--- config.mk ---
export PLATFORM = sky130hd
export DESIGN_NAME = lii_top
export DESIGN_NICKNAME = d
export VERILOG_FILES = /design/src/inc/lii_pkg.sv /design/src/rtl/lii_chan.sv /design/src/rtl/lii_top.sv
export VERILOG_INCLUDE_DIRS = /design/src /design/src/inc
export SDC_FILE = /design/constraint.sdc
export NUM_CORES = 1
export LEC_CHECK = 0
export BUFFER_PORTS_ARGS = -buffer_cell sky130_fd_sc_hd__clkbuf_2
export CAP_MARGIN = 20
export CORE_MARGIN = 2
export CORE_UTILIZATION = 32
export DETAILED_ROUTE_END_ITERATION = 8
export PLACE_DENSITY = 0.59
export SYNTH_ARGS = -nofsm -noshare
export SYNTH_HDL_FRONTEND = slang
export SYNTH_SLANG_ARGS = --single-unit
--- constraint.sdc ---
create_clock -name clk_sys -period 1.35 [get_ports clk_sys]
set_input_delay 0.2025 -clock clk_sys [delete_from_list [all_inputs] [get_ports clk_sys]]
set_output_delay 0.2025 -clock clk_sys [all_outputs]
set_load 0.01 [all_outputs]
--- src/inc/lii_map.svh ---
`ifndef LII_MAP_SVH
`define LII_MAP_SVH

// Register offsets
`define LII_ADDR_SUMMARY   8'h0E
`define LII_ADDR_STAT1     8'h0F
`define LII_ADDR_STAT2     8'h10
`define LII_ADDR_STAT3     8'h11
`define LII_ADDR_EN1       8'h12
`define LII_ADDR_EN2       8'h13
`define LII_ADDR_EN3       8'h14
`define LII_ADDR_MSTAT     8'h03

// Implemented bit masks
`define LII_STAT1_MASK     8'hF0
`define LII_STAT2_MASK     8'h3F
`define LII_STAT3_MASK     8'hBF

// Summary field positions
`define LII_SUM_A_LSB      0
`define LII_SUM_RSVD       3
`define LII_SUM_B_LSB      4
`define LII_SUM_CLK        7
`define LII_MSTAT_CAUSE_LSB 5

// Reset values
`define LII_SUMMARY_RST    8'h00
`define LII_STAT_RST       8'h00
`define LII_EN_RST         8'h00
`define LII_CAUSE_RST      3'h0

`endif

--- src/inc/lii_pkg.sv ---
package lii_pkg;

   // Per-channel state: status and enable bytes 1..3
   typedef struct packed {
      logic [2:0][7:0] stat;
      logic [2:0][7:0] en;
   } lii_chan_st_t;

   // Shared state: clock-failure causes and read data
   typedef struct packed {
      logic [2:0] cause;
      logic [7:0] rdata;
   } lii_top_st_t;

endpackage

--- src/rtl/lii_chan.sv ---
`timescale 1ns/1ps
`include "lii_map.svh"

module lii_chan (
   input  wire logic            clk_sys,
   input  wire logic            rst_b,
   input  wire logic            clk_en,
   input  wire logic            gci_mode,
   input  wire logic            sel,
   input  wire logic [7:0]      reg_addr,
   input  wire logic            reg_wr,
   input  wire logic            reg_rd,
   input  wire logic [7:0]      reg_wdata,
   input  wire logic [2:0][7:0] evt,
   output      logic [2:0][7:0] stat,
   output      logic [2:0][7:0] en,
   output      logic [2:0]      pend
);

   localparam logic [2:0][7:0] MASK  = {`LII_STAT3_MASK, `LII_STAT2_MASK,
                                        `LII_STAT1_MASK};
   localparam logic [2:0][7:0] SADDR = {`LII_ADDR_STAT3, `LII_ADDR_STAT2,
                                        `LII_ADDR_STAT1};
   localparam logic [2:0][7:0] EADDR = {`LII_ADDR_EN3, `LII_ADDR_EN2,
                                        `LII_ADDR_EN1};

   lii_pkg::lii_chan_st_t st_r;
   lii_pkg::lii_chan_st_t st_nxt;

   // Next state of status and enable bytes
   always_comb
   begin
      st_nxt = st_r;
      for (int k = 0; k < 3; k++)
      begin
         if (sel && reg_wr && reg_addr == EADDR[k])
         begin
            st_nxt.en[k] = reg_wdata & MASK[k];
         end
         if (sel && reg_wr && gci_mode && reg_addr == SADDR[k])
         begin
            st_nxt.stat[k] = reg_wdata & MASK[k];
         end
         else if (sel && reg_rd && !gci_mode && reg_addr == SADDR[k])
         begin
            st_nxt.stat[k] = `LII_STAT_RST;
         end
         st_nxt.stat[k] = st_nxt.stat[k] | (evt[k] & MASK[k]);
      end
   end

   // State register, frozen while clk_en low
   always_ff @(posedge clk_sys or negedge rst_b)
   begin
      if (!rst_b)
      begin
         st_r <= {{3{`LII_STAT_RST}}, {3{`LII_EN_RST}}};
      end
      else if (clk_en)
      begin
         st_r <= st_nxt;
      end
   end

   assign stat = st_r.stat;
   assign en   = st_r.en;

   always_comb
   begin
      for (int k = 0; k < 3; k++)
      begin
         pend[k] = |(st_r.stat[k] & st_r.en[k]);
      end
   end
endmodule

--- src/rtl/lii_top.sv ---
`timescale 1ns/1ps
`include "lii_map.svh"

// Behaviour
// - One shared summary register, resets to zero
// - Summary shows which channel byte is pending
// - D2..D0 flag channel A bytes 3..1
// - D6..D4 flag channel B; D3 reads zero
// - D7 clock failure; cause in master bits 7:5
// - Status byte 1 timer flags; 3:0 zero
// - Status byte 2 line flags; 7:6 zero
// - Status byte 3 balance, alarms; D6 zero
// - Status bytes writable only in GCI mode
// - Enable bit zero masks, one allows
// - Enable byte 1 timer enables; 3:0 zero
// - Enable byte 2 line enables; 7:6 zero
// - Enable byte 3 masks status byte 3
// - Flags hold event history until serviced

module lii_top (
   input  wire logic            clk_sys,
   input  wire logic            rst_b,
   input  wire logic            clk_en,
   input  wire logic            gci_mode,
   input  wire logic            reg_chan,
   input  wire logic [7:0]      reg_addr,
   input  wire logic            reg_wr,
   input  wire logic            reg_rd,
   input  wire logic [7:0]      reg_wdata,
   output      logic [7:0]      reg_rdata,
   input  wire logic [1:0][7:0] evt_timer,
   input  wire logic [1:0][7:0] evt_line,
   input  wire logic [1:0][7:0] evt_alarm,
   input  wire logic [2:0]      clk_fail_evt,
   output      logic [7:0]      interrupt_summary,
   output      logic            irq
);

   lii_pkg::lii_top_st_t st_r;
   lii_pkg::lii_top_st_t st_nxt;

   logic [1:0][2:0][7:0] ch_stat;
   logic [1:0][2:0][7:0] ch_en;
   logic [1:0][2:0]      ch_pend;
   logic                 clock_fail_pending;
   logic [2:0]           chan_a_pending;
   logic [2:0]           chan_b_pending;
   logic [7:0]           master_status;
   logic [2:0][7:0]      sel_stat;
   logic [2:0][7:0]      sel_en;

   // Both line channels, index 0 is channel A
   genvar c;
   generate
      for (c = 0; c < 2; c++)
      begin : g_chan
         lii_chan u_chan (
            .clk_sys   (clk_sys),
            .rst_b     (rst_b),
            .clk_en    (clk_en),
            .gci_mode  (gci_mode),
            .sel       (reg_chan == 1'(c)),
            .reg_addr  (reg_addr),
            .reg_wr    (reg_wr),
            .reg_rd    (reg_rd),
            .reg_wdata (reg_wdata),
            .evt       ({evt_alarm[c], evt_line[c], evt_timer[c]}),
            .stat      (ch_stat[c]),
            .en        (ch_en[c]),
            .pend      (ch_pend[c])
         );
      end
   endgenerate

   // Pending flags per channel byte
   assign chan_a_pending     = ch_pend[0];
   assign chan_b_pending     = ch_pend[1];
   assign clock_fail_pending = |st_r.cause;

   assign master_status = {st_r.cause, 5'h00};

   // single shared summary, zero from reset
   // channel B in high bits, D3 zero
   always_comb
   begin
      interrupt_summary = `LII_SUMMARY_RST;
      interrupt_summary[`LII_SUM_A_LSB +: 3] = chan_a_pending;
      interrupt_summary[`LII_SUM_B_LSB +: 3] = chan_b_pending;
      interrupt_summary[`LII_SUM_RSVD]       = 1'b0;
      interrupt_summary[`LII_SUM_CLK]        = clock_fail_pending;
   end

   // level interrupt on any enabled flag
   assign irq = |interrupt_summary;

   // Channel picked by the register access
   assign sel_stat = ch_stat[reg_chan];
   assign sel_en   = ch_en[reg_chan];

   // Clock-failure causes and registered read data
   always_comb
   begin
      st_nxt = st_r;
      // Write-one clears a cause, new failure wins
      if (reg_wr && reg_addr == `LII_ADDR_MSTAT)
      begin
         st_nxt.cause = st_r.cause &
                        ~reg_wdata[`LII_MSTAT_CAUSE_LSB +: 3];
      end
      st_nxt.cause = st_nxt.cause | clk_fail_evt;
      if (reg_rd)
      begin
         if (reg_addr == `LII_ADDR_SUMMARY)
         begin
            st_nxt.rdata = interrupt_summary;
         end
         else if (reg_addr == `LII_ADDR_MSTAT)
         begin
            st_nxt.rdata = master_status;
         end
         else if (reg_addr == `LII_ADDR_STAT1)
         begin
            st_nxt.rdata = sel_stat[0];
         end
         else if (reg_addr == `LII_ADDR_STAT2)
         begin
            st_nxt.rdata = sel_stat[1];
         end
         else if (reg_addr == `LII_ADDR_STAT3)
         begin
            st_nxt.rdata = sel_stat[2];
         end
         else if (reg_addr == `LII_ADDR_EN1)
         begin
            st_nxt.rdata = sel_en[0];
         end
         else if (reg_addr == `LII_ADDR_EN2)
         begin
            st_nxt.rdata = sel_en[1];
         end
         else if (reg_addr == `LII_ADDR_EN3)
         begin
            st_nxt.rdata = sel_en[2];
         end
         else
         begin
            st_nxt.rdata = 8'h00; // Unmapped reads zero
         end
      end
   end

   // State register, frozen while clk_en low
   always_ff @(posedge clk_sys or negedge rst_b)
   begin
      if (!rst_b)
      begin
         st_r <= {`LII_CAUSE_RST, 8'h00};
      end
      else if (clk_en)
      begin
         st_r <= st_nxt;
      end
   end

   assign reg_rdata = st_r.rdata;
endmodule
==> summary.txt <==
Status
  • Run status: finished with violations
  • Violated checks: setup timing

GRT
  • First-pass GRT wire length: about 24000 microns
  • GRT Util Overall: approximately 22%
  • Overflow after GRT: 0
  • Vias in the first global route: roughly 4.3k
  • Largest net degree at the start of global routing: 80
  • Initial antenna violation count: 0

Power
  • Peak VDD IR: 0.736 mV
  • Clock share of power: between 40% and 50%
  • NetSw: 1.50 mW
  • PD cells: about 840 nW/um^2
  • Switching power share of the total: about a quarter
  • Sequential share of power: roughly two fifths
  • Logic pwr share: roughly 15%
  • Leak pwr: roughly 3.3 nW
  • P_int: 4.32 mW

Yosys
  • Post-synth EDFFs: 0
  • Post-synthesis sequential area ratio: between 40 and 50%
  • Syn Inst Count: ~400
  • Syn Std Cell Area: 4390 sq um
  • Avg Inst Size Synth: approximately 11 sq um
  • Flops & latches, synth: 79
  • Yosys warning total: 0
  • Share of flip-flops with an asynchronous set or reset: 100%
  • Synth cell types: 54
  • Post-Syn Nets: 473
  • Main synth FF type: dfrtp_1

Drt
  • Avg Vias per Cell: 5.37
  • DR iter-0 viols: roughly 330
  • # DRC: 0
  • Final ANT Viol Nets: 0
  • Routed length per instance: 20.3 microns
  • DRT Pass-1 Iters: 5
  • Routed wire length: around 16000 microns
  • Vias: about 4.2k

Critical path
  • Worst Path Arrival: roughly 1.9 ns
  • Critical path type: flop to primary output
  • CP cell instances: a222oi_1 -> nand3_2 -> nor4_2 -> buf_4 -> nand2_2 -> clkbuf_2
  • Worst EP required: ~1.2 ns
  • Crit path capture type: primary output
  • CP Max Fanout: 2
  • Critical-path cell with the highest stage delay: a222oi_1
  • R2R depth: 8
  • CP max stage delay: roughly 0.40 ns
  • CP startpoint kind: flop

Clocking
  • Clk root buf: clkbuf_16
  • H-tree depth: 3
  • CTS tree: yes
  • Clock Tree Buf Depth: 2
  • CTS Sinks: 79
  • Clock Latency Late Sink: 0.35 ns
  • Clk slew on worst S/H paths: 0.06 ns
  • Total CTS buffers: 9

Final layout
  • Syn-to-layout area delta: 56.9%
  • Final core utilization: between 50% and 60%
  • Most frequent cells in the layout: buf_4 (122), dfrtp_1 (79), clkbuf_2 (68)
  • ANT cells: 0
  • # fillers: around 1.2k
  • Most common cell after layout, fill and taps aside: buf_4
  • Final #Nets: around 680
  • Final std cells w/o fill: 790
  • Share of post-route cells with drive strength above 1: between 50% and 60%

Placed design
  • Port bufs: between 70 and 80
  • Dpl cells: 745
  • GP Congestion: between 0.9 and 1
  • Post-DP HPWL: between 10000 and 15000 microns
  • Dpl ws: -0.541 ns

Floorplanning
  • Height of the die: 121 microns
  • # rows: between 40 and 50
  • Core box area: between 10000 and 15000 sq um
  • Die X: between 100 and 150 microns
  • Die area: ~15000 sq um
  • Initial cell density of the core: 33.0%
  • # IOs: 91

STA
  • Setup-failing EPs final: 20
  • F_max: roughly 0.48 GHz
  • Slew Viols, Final: 0
  • Fin Hold WS: 0.0636 ns
  • Final Cycle Share: 156%
  • Final min period: 2.10 ns
  • Fin. Hold Viols: 0
  • Final WS setup: -0.753 ns
  • RSZ-0062 raised after global routing: yes
  • Clock skew: 0.00696 ns

Hold path
  • Hold crit path type: input pin to flop
  • Worst Hold Path Cells: 2

Flow run
  • Max-cap violations: 0
worst paths after layout:
kind	startpoint	end	slack (ns)
hold / removal	clk_fail_evt[0]	master_status[5]	0.06
min in group asynchronous	rst_b	g_chan[1].u_chan.en[7]	0.40
setup / recovery	g_chan[1].u_chan.en[18]	irq	-0.75
hold reg to reg	reg_rdata[5]	reg_rdata[5]	0.52
setup reg to reg	g_chan[1].u_chan.en[18]	reg_rdata[6]	-0.57
max in group asynchronous	rst_b	g_chan[1].u_chan.en[13]	0.57
synth_stat cells (all sizes together) (4+ instances only):
| master | number | area (sq um) |
|---|---|---|
| nand2 | 25 | 98.8 |
| a21o | 35 | 263 |
| and2 | 7 | 43.8 |
| o21ai | 6 | 30.0 |
| buf | 11 | 66.3 |
| nand3 | 14 | 70.1 |
| nor2 | 21 | 88.8 |
| mux2 | 44 | 495 |
| dfrtp | 79 | 1980 |
| a22o | 37 | 324 |
| nor3 | 5 | 41.3 |
| a22oi | 16 | 120 |
| a211oi | 4 | 30.0 |
| mux2i | 22 | 220 |
| clkbuf | 12 | 45.0 |
| a21oi | 14 | 70.1 |
| inv | 4 | 15.0 |
power by group through the flow:
stage          combinational (mW)  sequential (mW)  clock, mW
5_1_grt                     0.904             2.42       2.67
2_1_floorplan               0.286             2.46          0
6_report                    0.852             2.42       2.55
3_3_place_gp                0.732             2.46          0
4_1_cts                     0.796             2.41       2.58
3_5_place_dp                0.741             2.46          0
kinds of logic (layout without fill, tap and decap cells):
family / count (synthesis) / after routing / synth area share (%)
AO/OA/AOI/OAI: 139 / 139 / 24.6
AND/OR/NAND/NOR: 87 / 87 / 11.0
flip-flops: 79 / 79 / 45.1
multiplexers: 66 / 66 / 16.3
buffers and inverters: 27 / 242 / 2.88
other: 1 / 1 / 0.0855
per-stage QoR:
stage	power [mW]	setup TNS [ns]	area, sq um
finish	5.82	-4.65	6880
global route	5.99	-5.79	6880
CTS	5.79	-4.36	6550
detailed placement	3.20	-33.55	5890
global placement	3.19	-31.91	5890
floorplan	2.74	-10.07	4500
registers in the layout, summed over array words and instances, names as in the netlist:
| register | count |
|---|---|
| master_status | 3 |
| reg_rdata | 8 |
| g_chan.u_chan.en | 34 |
| g_chan.u_chan.stat | 34 |
metal layers:
metal / track usage, % / share of wire (%) / vias up
met2: 34.6 / 47 / 136
met3: 5.17 / 4.9 / 19
li1: - / - / 1961
met1: 31.5 / 47 / 2130
met5: 0 / 0 / -
met4: 5.45 / 1.7 / 0
repair_timing:
action,4_1_cts,5_1_grt
resized for setup,51,51
pin swaps,33,29
endpoints found under the hold margin,79,0
endpoints found under the setup margin,73,73
setup buffers,18,13
hold buffers,1,0
final cells by class:
cell class                      count  area, sq um  area share (%)
Tap cell                          176          220            3.20
Clock buffer                       11          253            3.67
Clock inverter                      5         56.3           0.818
Timing Repair Buffer              222         1660            24.1
Multi-Input combinational cell    293         2710            39.3
Sequential cell                    79         1980            28.7
Inverter                            4         15.0           0.218
worst max-delay path, delay by kind of cell (launching register included):
family | cells | cell delay, ns
buffers and inverters | 2 | 0.30
DFF | 1 | 0.38
and+or+nand+nor | 3 | 0.47
AOI/OAI and AO/OA | 1 | 0.40
No activity file was read; power rests on OpenSTA's default activity.
